==> config.mk <==
export PLATFORM = sky130hd
export DESIGN_NAME = vpiu_core
export DESIGN_NICKNAME = d
export VERILOG_FILES = /design/src/vpiu_pkg.sv /design/src/vpiu_pin_filter.sv /design/src/vpiu_core.sv
export VERILOG_INCLUDE_DIRS = /design/src
export SDC_FILE = /design/constraint.sdc
export NUM_CORES = 1
export LEC_CHECK = 0
export ABC_AREA = 1
export BUFFER_PORTS_ARGS = -buffer_cell sky130_fd_sc_hd__buf_2
export CAP_MARGIN = 20
export CORE_ASPECT_RATIO = 2
export CORE_UTILIZATION = 25
export CTS_CLUSTER_DIAMETER = 100
export DETAILED_ROUTE_END_ITERATION = 10
export SLEW_MARGIN = 20
export SYNTH_ARGS = -nofsm -noshare
export SYNTH_HDL_FRONTEND = slang
export SYNTH_SLANG_ARGS = --single-unit
==> constraint.sdc <==
create_clock -name i_clk_sys -period 2.8 [get_ports i_clk_sys]
set_input_delay 0.14 -clock i_clk_sys [delete_from_list [all_inputs] [get_ports i_clk_sys]]
set_output_delay 0.14 -clock i_clk_sys [all_outputs]
set_load 0.05 [all_outputs]
==> src/vpiu_cfg.svh <==
// Constants of the vectored priority interrupt unit
`ifndef VPIU_CFG_SVH
`define VPIU_CFG_SVH

// ****************************************************************
// Flag indices, highest priority maskable group first, NMI last
// ****************************************************************
`define VPIU_SRC_TMA   4'h0
`define VPIU_SRC_TMB   4'h1
`define VPIU_SRC_EXR   4'h2
`define VPIU_SRC_EXF   4'h3
`define VPIU_SRC_ECA   4'h4
`define VPIU_SRC_ECB   4'h5
`define VPIU_SRC_CIE   4'h6
`define VPIU_SRC_ADC   4'h7
`define VPIU_SRC_RXF   4'h8
`define VPIU_SRC_TXE   4'h9
`define VPIU_SRC_NMI   4'ha
`define VPIU_NUM_MSK   10

// ****************************************************************
// Vectors
// ****************************************************************
`define VPIU_VEC_NMI   16'h0004
`define VPIU_VEC_G2    16'h0008
`define VPIU_VEC_G3    16'h0010
`define VPIU_VEC_G4    16'h0018
`define VPIU_VEC_G5    16'h0020
`define VPIU_VEC_G6    16'h0028
`define VPIU_VEC_TRAP  16'h0060

// ****************************************************************
// Reset values and timing
// ****************************************************************
`define VPIU_MASK_RST  10'h3ff
`define VPIU_ACK_STATES 16
`define VPIU_SKIP_BIT  5
`define VPIU_EXT_MIN_NS 40
`define VPIU_CLK_NS    4
`define VPIU_EXT_CYC   ((`VPIU_EXT_MIN_NS + `VPIU_CLK_NS - 1) / `VPIU_CLK_NS)

`endif

==> src/vpiu_pkg.sv <==
// Types of the vectored priority interrupt unit
package vpiu_pkg;
    // Acknowledge sequencer states, Gray along the usual path except the VEC to IDLE return
    typedef enum logic [2:0] {
        VPIU_IDLE = 3'h0,
        VPIU_PSW  = 3'h1,
        VPIU_PCH  = 3'h3,
        VPIU_PCL  = 3'h2,
        VPIU_VEC  = 3'h6
    } vpiu_state_e;
    // Kind of service in progress
    typedef enum logic [1:0] {
        VPIU_K_NMI  = 2'h0,
        VPIU_K_MSK  = 2'h1,
        VPIU_K_TRAP = 2'h2
    } vpiu_kind_e;
endpackage

==> src/vpiu_pin_filter.sv <==
// Pin edge detector with minimum active level persistence
`timescale 1ns/1ps
`include "vpiu_cfg.svh"

module vpiu_pin_filter #(
    parameter logic       ACT_HIGH = 1'b1, // Active level of the pin
    parameter logic [7:0] MIN_CYC  = 8'h01 // Cycles the level must last
) (
    input  wire logic i_clk_sys,
    input  wire logic i_rst,
    input  wire logic i_pin,        // Raw pin level
    output logic      o_event       // One cycle pulse when qualified
);
    logic [7:0] cnt;                // Persistence counter
    logic       armed;              // Waiting for inactive level
    wire        active = (i_pin == ACT_HIGH);
    wire        hit    = active && !armed && (cnt == MIN_CYC);

    // ****************************************************************
    // Counter and edge pulse
    // ****************************************************************
    always_ff @(posedge i_clk_sys or posedge i_rst) begin
        if (i_rst) begin
            cnt     <= 8'h00;
            armed   <= 1'b1;
            o_event <= 1'b0;
        end else begin
            o_event <= hit;
            if (!active) begin
                // Inactive level re-arms detection
                cnt   <= 8'h00;
                armed <= 1'b0;
            end else if (hit) begin
                armed <= 1'b1;
            end else if (!armed) begin
                cnt <= cnt + 8'h01;
            end
        end
    end
endmodule

==> src/vpiu_core.sv <==
// Vectored priority interrupt unit: flags, mask, priority, acknowledge
`timescale 1ns/1ps
`include "vpiu_cfg.svh"

module vpiu_core (
    input  wire logic       i_clk_sys,
    input  wire logic       i_rst,
    // Request sources
    input  wire logic       i_nmi_pin_n,           // Nonmaskable pin
    input  wire logic       i_timer_a_match_irq,   // Timer A match
    input  wire logic       i_timer_b_match_irq,   // Timer B match
    input  wire logic       i_ext_rising_pin,      // External rising pin
    input  wire logic       i_ext_falling_pin,     // External falling pin
    input  wire logic       i_event_cmp_a_irq,     // Event compare A
    input  wire logic       i_event_cmp_b_irq,     // Event compare B
    input  wire logic       i_counter_input_pin,   // Counter input pin
    input  wire logic       i_timer_output,        // Timer output level
    input  wire logic       i_converter_done_irq,  // All results stored
    input  wire logic       i_rx_full_irq,         // Receive buffer full
    input  wire logic       i_tx_empty_irq,        // Transmit buffer empty
    // Test flag sources
    input  wire logic       i_counter_overflow_test, // Counter overflow
    input  wire logic       i_serial_error_test,   // Serial error
    input  wire logic       i_supply_rise_test,    // Supply rise
    input  wire logic [3:0] i_analog_pin,          // Analog edge pins
    // Core instruction interface
    input  wire logic       i_instr_end,           // Instruction boundary
    input  wire logic       i_enable_irq_instr,    // Enable instruction
    input  wire logic       i_disable_irq_instr,   // Disable instruction
    input  wire logic       i_software_trap_instr, // Trap at boundary
    input  wire logic       i_skip_pending,        // Skip condition met
    input  wire logic       i_hw_stop,             // Hardware stop entry
    input  wire logic       i_mask_set,            // Set one mask bit
    input  wire logic       i_mask_clr,            // Clear one mask bit
    input  wire logic [3:0] i_mask_sel,            // Mask bit index
    input  wire logic       i_test_req,            // Skip test strobe
    input  wire logic [4:0] i_test_sel,            // Item to test
    input  wire logic [7:0] i_status_word,         // Core status word
    input  wire logic [15:0] i_pc,                 // Return address
    // Outputs to core
    output logic            o_busy,                // Fetch must stall
    output logic            o_push_valid,          // Stack push strobe
    output logic [7:0]      o_push_data,           // Stacked byte
    output logic            o_vector_valid,        // Load vector strobe
    output logic [15:0]     o_vector,              // Target address
    output logic            o_test_result,         // Tested bit value
    output logic            o_global_enable_ff,    // Enable state
    output logic [9:0]      o_mask,                // Mask contents
    output logic [10:0]     o_flags                // Request flags
);
    // ****************************************************************
    // Storage
    // ****************************************************************
    logic [10:0] flags;               // Request flags, NMI at top
    logic [9:0]  mask;                // One masks a source
    logic [6:0]  tflags;              // Non-interrupting test flags
    logic        global_enable_ff;    // Maskable enable
    logic        nmi_q;               // Pin history for edges
    logic        ci_q;
    logic        to_q;
    logic [3:0]  an_q;
    vpiu_pkg::vpiu_state_e state;     // Acknowledge sequencer
    vpiu_pkg::vpiu_state_e next_state;
    vpiu_pkg::vpiu_kind_e  kind;      // Service type held
    logic [3:0]  cyc;                 // Cycles inside one step
    logic [15:0] vec_hold;            // Vector latched at start
    logic [15:0] pc_hold;             // Return address latched
    logic [7:0]  psw_hold;            // Status word latched
    logic [10:0] ack_clr;             // Flags cleared by acknowledge

    // ****************************************************************
    // External pins qualified by persistence
    // ****************************************************************
    logic ext_r_ev;
    logic ext_f_ev;
    vpiu_pin_filter #(.ACT_HIGH(1'b1), .MIN_CYC(8'(`VPIU_EXT_CYC))) u_rise (
        .i_clk_sys (i_clk_sys),
        .i_rst     (i_rst),
        .i_pin     (i_ext_rising_pin),
        .o_event   (ext_r_ev)
    );
    vpiu_pin_filter #(.ACT_HIGH(1'b0), .MIN_CYC(8'(`VPIU_EXT_CYC))) u_fall (
        .i_clk_sys (i_clk_sys),
        .i_rst     (i_rst),
        .i_pin     (i_ext_falling_pin),
        .o_event   (ext_f_ev)
    );

    // ****************************************************************
    // Set events
    // ****************************************************************
    wire nmi_fall = nmi_q && !i_nmi_pin_n;
    wire ci_fall  = (ci_q && !i_counter_input_pin) ||
                    (to_q && !i_timer_output);
    wire [10:0] set_ev = {nmi_fall, i_tx_empty_irq, i_rx_full_irq,
                          i_converter_done_irq, ci_fall,
                          i_event_cmp_b_irq, i_event_cmp_a_irq,
                          ext_f_ev, ext_r_ev,
                          i_timer_b_match_irq, i_timer_a_match_irq};
    wire [3:0] an_fall = an_q & ~i_analog_pin;
    wire [6:0] tset = {an_fall, i_supply_rise_test,
                       i_serial_error_test, i_counter_overflow_test};

    // ****************************************************************
    // Priority: unmasked pending flags per group
    // ****************************************************************
    wire [9:0] elig  = flags[9:0] & ~mask;
    wire [4:0] g_req = {|elig[9:8], |elig[7:6], |elig[5:4],
                        |elig[3:2], |elig[1:0]};
    wire       msk_take = global_enable_ff && (|g_req);
    wire       nmi_take = flags[`VPIU_SRC_NMI];
    wire       start = (state == vpiu_pkg::VPIU_IDLE) && i_instr_end &&
                       (nmi_take || msk_take || i_software_trap_instr);

    // Lowest set group index wins
    function automatic logic [2:0] pick(input logic [4:0] r);
        logic [2:0] g;
        g = 3'h4;
        for (int i = 4; i >= 0; i--) begin
            if (r[i]) g = 3'(i);
        end
        return g;
    endfunction
    wire [2:0] grp = pick(g_req);

    // Vector of a group
    function automatic logic [15:0] gvec(input logic [2:0] g);
        unique case (g)
            3'h0:    gvec = `VPIU_VEC_G2;
            3'h1:    gvec = `VPIU_VEC_G3;
            3'h2:    gvec = `VPIU_VEC_G4;
            3'h3:    gvec = `VPIU_VEC_G5;
            default: gvec = `VPIU_VEC_G6;
        endcase
    endfunction

    // Clear a lone unmasked flag only; shared both-unmasked flags stay
    wire [1:0] pair = elig[2*grp +: 2];
    wire [1:0] pm   = mask[2*grp +: 2];
    wire [1:0] lone = (pm == 2'b00) ? 2'b00 : pair;
    wire [10:0] grp_clr = 11'(lone) << (2*grp);

    // Skip test decode; index 10 reads the NMI pin, never its flag
    wire        t_is_flag = (i_test_sel < 5'd10);
    wire        t_is_pin  = (i_test_sel == 5'd10);
    wire        t_is_tf   = (i_test_sel > 5'd10) && (i_test_sel < 5'd18);
    wire [4:0]  t_tf_idx  = i_test_sel - 5'd11;
    wire [10:0] t_clr = (i_test_req && t_is_flag) ?
                        (11'h001 << i_test_sel[3:0]) : 11'h000;
    wire [6:0]  tf_clr = (i_test_req && t_is_tf) ?
                        (7'h01 << t_tf_idx[2:0]) : 7'h00;

    // ****************************************************************
    // Request and test flags; set wins over clear
    // ****************************************************************
    always_ff @(posedge i_clk_sys or posedge i_rst) begin
        if (i_rst) begin
            flags  <= 11'h000;
            tflags <= 7'h00;
        end else begin
            flags  <= (flags & ~(ack_clr | t_clr)) | set_ev;
            tflags <= (tflags & ~tf_clr) | tset;
        end
    end

    // Acknowledge clear mask chosen at start
    always_comb begin
        ack_clr = 11'h000;
        if (start && nmi_take) begin
            ack_clr[`VPIU_SRC_NMI] = 1'b1;
        end else if (start && msk_take) begin
            ack_clr = grp_clr;
        end
    end

    // ****************************************************************
    // Pin history
    // ****************************************************************
    always_ff @(posedge i_clk_sys or posedge i_rst) begin
        if (i_rst) begin
            nmi_q <= 1'b1;
            ci_q  <= 1'b0;
            to_q  <= 1'b0;
            an_q  <= 4'h0;
        end else begin
            nmi_q <= i_nmi_pin_n;
            ci_q  <= i_counter_input_pin;
            to_q  <= i_timer_output;
            an_q  <= i_analog_pin;
        end
    end

    // ****************************************************************
    // Mask register
    // ****************************************************************
    always_ff @(posedge i_clk_sys or posedge i_rst) begin
        if (i_rst) begin
            mask <= `VPIU_MASK_RST;
        end else if (i_hw_stop) begin
            mask <= `VPIU_MASK_RST;
        end else if (i_mask_sel < 4'(`VPIU_NUM_MSK)) begin
            // Bit 7 is converter mask: high half bit zero
            if (i_mask_set) mask[i_mask_sel] <= 1'b1;
            else if (i_mask_clr) mask[i_mask_sel] <= 1'b0;
        end
    end

    // ****************************************************************
    // Global enable
    // ****************************************************************
    always_ff @(posedge i_clk_sys or posedge i_rst) begin
        if (i_rst) begin
            global_enable_ff <= 1'b0;
        end else if (start && (nmi_take || msk_take)) begin
            global_enable_ff <= 1'b0;
        end else if (i_enable_irq_instr) begin
            global_enable_ff <= 1'b1;
        end else if (i_disable_irq_instr) begin
            global_enable_ff <= 1'b0;
        end
    end

    // ****************************************************************
    // Acknowledge sequencer
    // ****************************************************************
    wire step_done = (cyc == 4'h3);   // Four cycles per step
    always_comb begin
        next_state = state;
        unique case (state)
            vpiu_pkg::VPIU_IDLE: if (start) next_state = vpiu_pkg::VPIU_PSW;
            vpiu_pkg::VPIU_PSW:  if (step_done) next_state = vpiu_pkg::VPIU_PCH;
            vpiu_pkg::VPIU_PCH:  if (step_done) next_state = vpiu_pkg::VPIU_PCL;
            vpiu_pkg::VPIU_PCL:  if (step_done) next_state = vpiu_pkg::VPIU_VEC;
            vpiu_pkg::VPIU_VEC:  if (step_done) next_state = vpiu_pkg::VPIU_IDLE;
            default:             next_state = vpiu_pkg::VPIU_IDLE;
        endcase
    end

    // Latch context and vector at start
    always_ff @(posedge i_clk_sys or posedge i_rst) begin
        if (i_rst) begin
            state    <= vpiu_pkg::VPIU_IDLE;
            cyc      <= 4'h0;
            kind     <= vpiu_pkg::VPIU_K_NMI;
            vec_hold <= 16'h0000;
            pc_hold  <= 16'h0000;
            psw_hold <= 8'h00;
        end else begin
            state <= next_state;
            cyc   <= (state == vpiu_pkg::VPIU_IDLE || step_done) ?
                     4'h0 : cyc + 4'h1;
            if (start) begin
                pc_hold  <= i_pc;
                psw_hold <= i_status_word;
                if (nmi_take) begin
                    kind     <= vpiu_pkg::VPIU_K_NMI;
                    vec_hold <= `VPIU_VEC_NMI;
                end else if (msk_take) begin
                    kind     <= vpiu_pkg::VPIU_K_MSK;
                    vec_hold <= gvec(grp);
                end else begin
                    kind     <= vpiu_pkg::VPIU_K_TRAP;
                    vec_hold <= `VPIU_VEC_TRAP;
                    // Trap runs even after a skip; skip stacked set
                    psw_hold[`VPIU_SKIP_BIT] <= i_status_word[`VPIU_SKIP_BIT]
                                                | i_skip_pending;
                end
            end
        end
    end

    // ****************************************************************
    // Outputs to the core
    // ****************************************************************
    wire first = (cyc == 4'h0);
    always_ff @(posedge i_clk_sys or posedge i_rst) begin
        if (i_rst) begin
            o_push_valid   <= 1'b0;
            o_push_data    <= 8'h00;
            o_vector_valid <= 1'b0;
            o_vector       <= 16'h0000;
            o_test_result  <= 1'b0;
        end else begin
            o_push_valid   <= first && (state == vpiu_pkg::VPIU_PSW ||
                              state == vpiu_pkg::VPIU_PCH ||
                              state == vpiu_pkg::VPIU_PCL);
            o_push_data    <= (state == vpiu_pkg::VPIU_PSW) ? psw_hold :
                              (state == vpiu_pkg::VPIU_PCH) ?
                              pc_hold[15:8] : pc_hold[7:0];
            o_vector_valid <= (state == vpiu_pkg::VPIU_VEC) && step_done;
            o_vector       <= vec_hold;
            if (i_test_req) begin
                o_test_result <= t_is_flag ? flags[i_test_sel[3:0]] :
                                 t_is_pin  ? i_nmi_pin_n :
                                 t_is_tf   ? tflags[t_tf_idx[2:0]] : 1'b0;
            end
        end
    end

    assign o_busy             = (state != vpiu_pkg::VPIU_IDLE) || start;
    assign o_global_enable_ff = global_enable_ff;
    assign o_mask             = mask;
    assign o_flags            = flags;
endmodule

==> key figures <==
Finish
  – Filler cells: between 2,000 and 2,500
  – Share of cells above drive strength 1: around a quarter
  – Final Cell Area: about 7100 um2
  – Commonest non-fill, non-tap cell in the layout: nand2_1
  – Layout Nets: ~890
  – Finished Core Util: 32.36%
  – Most frequent cells in the layout: 154 x nand2_1, 101 x buf_2, 95 x dfrtp_1
  – Synth-to-Final Area Change: 27.25%
  – Multi-input logic area: approximately 2400 um2
  – Register area: ~2700 um2

Global routing
  – Met1 Track Usage GR: between 10 and 15%
  – Met3 usage: under 10%
  – Grt total ovfl: 0
  – Initial antenna violation count: 1
  – Vias in the first global route: between 5,000 and 6,000
  – First-pass GRT wire length: about 25 mm
  – GR Util All Layers: 14.89%
  – Gr busiest metal: met2
  – GR met2 Demand/Resource: between 20% and 30%
  – Largest net degree at the start of global routing: 38

Die
  – Die X: 107.9 um
  – Top Ports: between 100 and 150
  – Std cell rows: 77
  – Core region area: 22,060 um2
  – Initial cell density of the core: about 25%
  – Area of the die: between 20,000 and 25,000 um2
  – Die Ht: ~210 um

Setup path
  – Critical path required time: 2.66 ns
  – Reg-to-reg slack, setup: between 0.6 and 0.7 ns
  – Crit Reg-Reg Endpoint: o_flags[6]$_DFF_PP0_
  – CP Class: reg -> out
  – Critical path arrival: roughly 2.2 ns
  – Depth of the most critical reg-to-reg path: 12
  – Setup crit start kind: register
  – R2R Path Start: o_mask[2]$_DFFE_PP1P_
  – Crit-path max FO: 21
  – CP startpoint: o_mask[2]$_DFFE_PP1P_
  – Crit. End Element: primary output

Detailed routing
  – WL/cell: about 15 um
  – Routed wire length: between 15 and 20 mm
  – Detailed Route Iter0 Violations: 234
  – DRC errors left: 0
  – Post-route ant nets: 0
  – First-pass DRT Iterations: 4
  – Routed vias/inst: around 4.5
  – DR vias: ~4,900

Timing
  – Period utilization: between 80% and 90%
  – RSZ-0062 raised after global routing: false
  – Slew headroom: between 40% and 50%
  – Max Fclk: ~0.44 GHz
  – Final Setup Violations: 0
  – Slew Limit Fails: 0
  – Hold Vio Cnt, Final: 0
  – Final hold slack: about 0.029 ns
  – Minimum clock period: ~2.3 ns
  – Setup TNS: 0 ns
  – Slew @ Worst Pin: approximately 0.89 ns
  – Final worst clock skew: 0.01057 ns

Power
  – Power Density: between 700 and 800 nW/um2
  – Power, Total: 5126 uW
  – Leak pwr: 0.003472 uW
  – Worst VDD drop: about 0.4 mV

Yosys
  – Synthesized cell area: approximately 5600 um2
  – EDFF count, synth: 0
  – Post-synthesis area per instance: between 8 and 9 um2
  – Count of different cell masters after synthesis: 50
  – Main synth FF type: dfrtp_1
  – Flop and latch count out of synthesis: ~110
  – Area leader, netlist: dfrtp_1
  – Synth warnings: 0
  – Post-synth top area share: 42.37%
  – Synth Instances: roughly 670
  – Sequential element share of the synthesized area: between 40% and 50%
  – Top cells by area, synth: dfrtp_1 42%, nand2_1 10%, inv_1 6.4%
  – Fraction of registers with async set/reset: 100.0%

Clock network
  – Clk buf depth: 2
  – Clk_lat worst skew: between 0.3 and 0.4 ns
  – Postcts setup bufs: 0
  – Cts bufs inserted: 9
  – Clock Tree Root: clkbuf_16
  – Htree depth: 3
  – Clock transition at path regs: around 0.080 ns
  – CTS sink cnt: roughly 110
  – CTS tree: built

Worst hold path
  – Worst hold path depth: 3
  – Min-Delay Path Class: in -> reg
  – Hold Path End: o_global_enable_ff$_DFFE_PP0P_
  – Startpoint of the worst hold path: i_enable_irq_instr

Place
  – Hpwl dp: roughly 13 mm
  – Buffers on Ports: about 100
  – RePlAce Congestion: 0.9006
  – DP Area: 6414 um2

Outcome
  – Outcome: finished, final reports clean

Job
  – Max cap viols: 0
power breakdown:
group          total, uW  internal (uW)  switching (uW)
registers           2130           1930             202
logic               1690            497            1190
clock network       1310            635             677
total               5130           3060            2070
sequential cells by signal, summed over array words and instances, names as in the netlist, 5 cells and up:
register,cells
o_flags,11
o_mask,10
o_push_data,8
o_vector,5
pc_hold,16
psw_hold,8
tflags,7
u_fall.cnt,8
u_rise.cnt,8
vec_hold,5
cell type report:
cell class	count	area share [%]
multi-input cells	440	33.05
repair buffers	149	13.95
flip-flops and latches	108	38.08
inverters	108	5.801
clock buffers	9	3.155
diodes	1	0.03505
well taps	276	4.837
clock inverters	7	1.087
repair_timing:
| item | in CTS | in global routing |
|---|---|---|
| resized for setup | 0 | 0 |
| hold buffers | 42 | 0 |
| setup endpoints to repair | 0 | 0 |
| endpoints found under the hold margin | 68 | 0 |
synth_stat cells (3+ instances only):
| cell type | n |
|---|---|
| nor3_1 | 10 |
| nor2_1 | 43 |
| buf_4 | 11 |
| xor2_1 | 3 |
| o21ai_1 | 14 |
| dfstp_2 | 13 |
| o21ai_0 | 50 |
| buf_6 | 4 |
| o22ai_1 | 5 |
| o211ai_1 | 7 |
| nand2_1 | 154 |
| ha_1 | 15 |
| clkbuf_1 | 3 |
| nand3_2 | 3 |
| dfrtp_1 | 95 |
| and3_1 | 3 |
| inv_2 | 9 |
| nor2_2 | 6 |
| nand2_4 | 6 |
| nand4_1 | 10 |
| nand2_2 | 15 |
| a21oi_1 | 16 |
| inv_1 | 95 |
| a41oi_1 | 3 |
| nand3_1 | 26 |
| o31ai_1 | 11 |
| buf_2 | 4 |
| o221ai_1 | 3 |
per-layer routing:
| metal | vias to the layer above | part of all wire [%] | routed length [um] |
|---|---|---|---|
| met3 | 45 | 4.1 | 668 |
| met5 | - | 0 | 0 |
| met4 | 0 | 5.9 | 962 |
| met1 | 2298 | 35 | 5621 |
| li1 | 2442 | - | - |
| met2 | 127 | 55 | 8947 |
per-stage QoR:
stage	std cells	setup WS (ns)
floorplan	678	0.7653
CTS	1097	0.4597
global placement	1039	0.7107
detailed placement	1039	0.6466
finish	1098	0.5020
global route	1098	0.3476
worst max-delay path by stage:
stage | endpoint | cells after the start
finish | o_busy | 10
global route | o_busy | 10
CTS | o_busy | 10
detailed placement | o_flags[6]$_DFF_PP0_ | 12
global placement | o_flags[6]$_DFF_PP0_ | 12
floorplan | state[2]$_DFFE_PP0P_ | 12
logic make-up after synthesis:
kind of cell    synth area share (%)
flops                          48.46
other cells                  0.06684
simple gates                   24.24
fa+ha+maj                      3.345
xor+xnor                      0.4684
buf+inv                        10.15
compound gates                 13.27
worst max-delay path, cell delays in order, from the launching register on:
cell     delay (ns)
dfstp_2        0.53
inv_1          0.05
nand2_1        0.11
nand2_4        0.11
nor2_8         0.14
nand3_2        0.09
nand2_2        0.11
nand3_4        0.09
nand2_4        0.23
nand2_2        0.10
buf_2          0.22
Power figures use the tool's default switching activity.
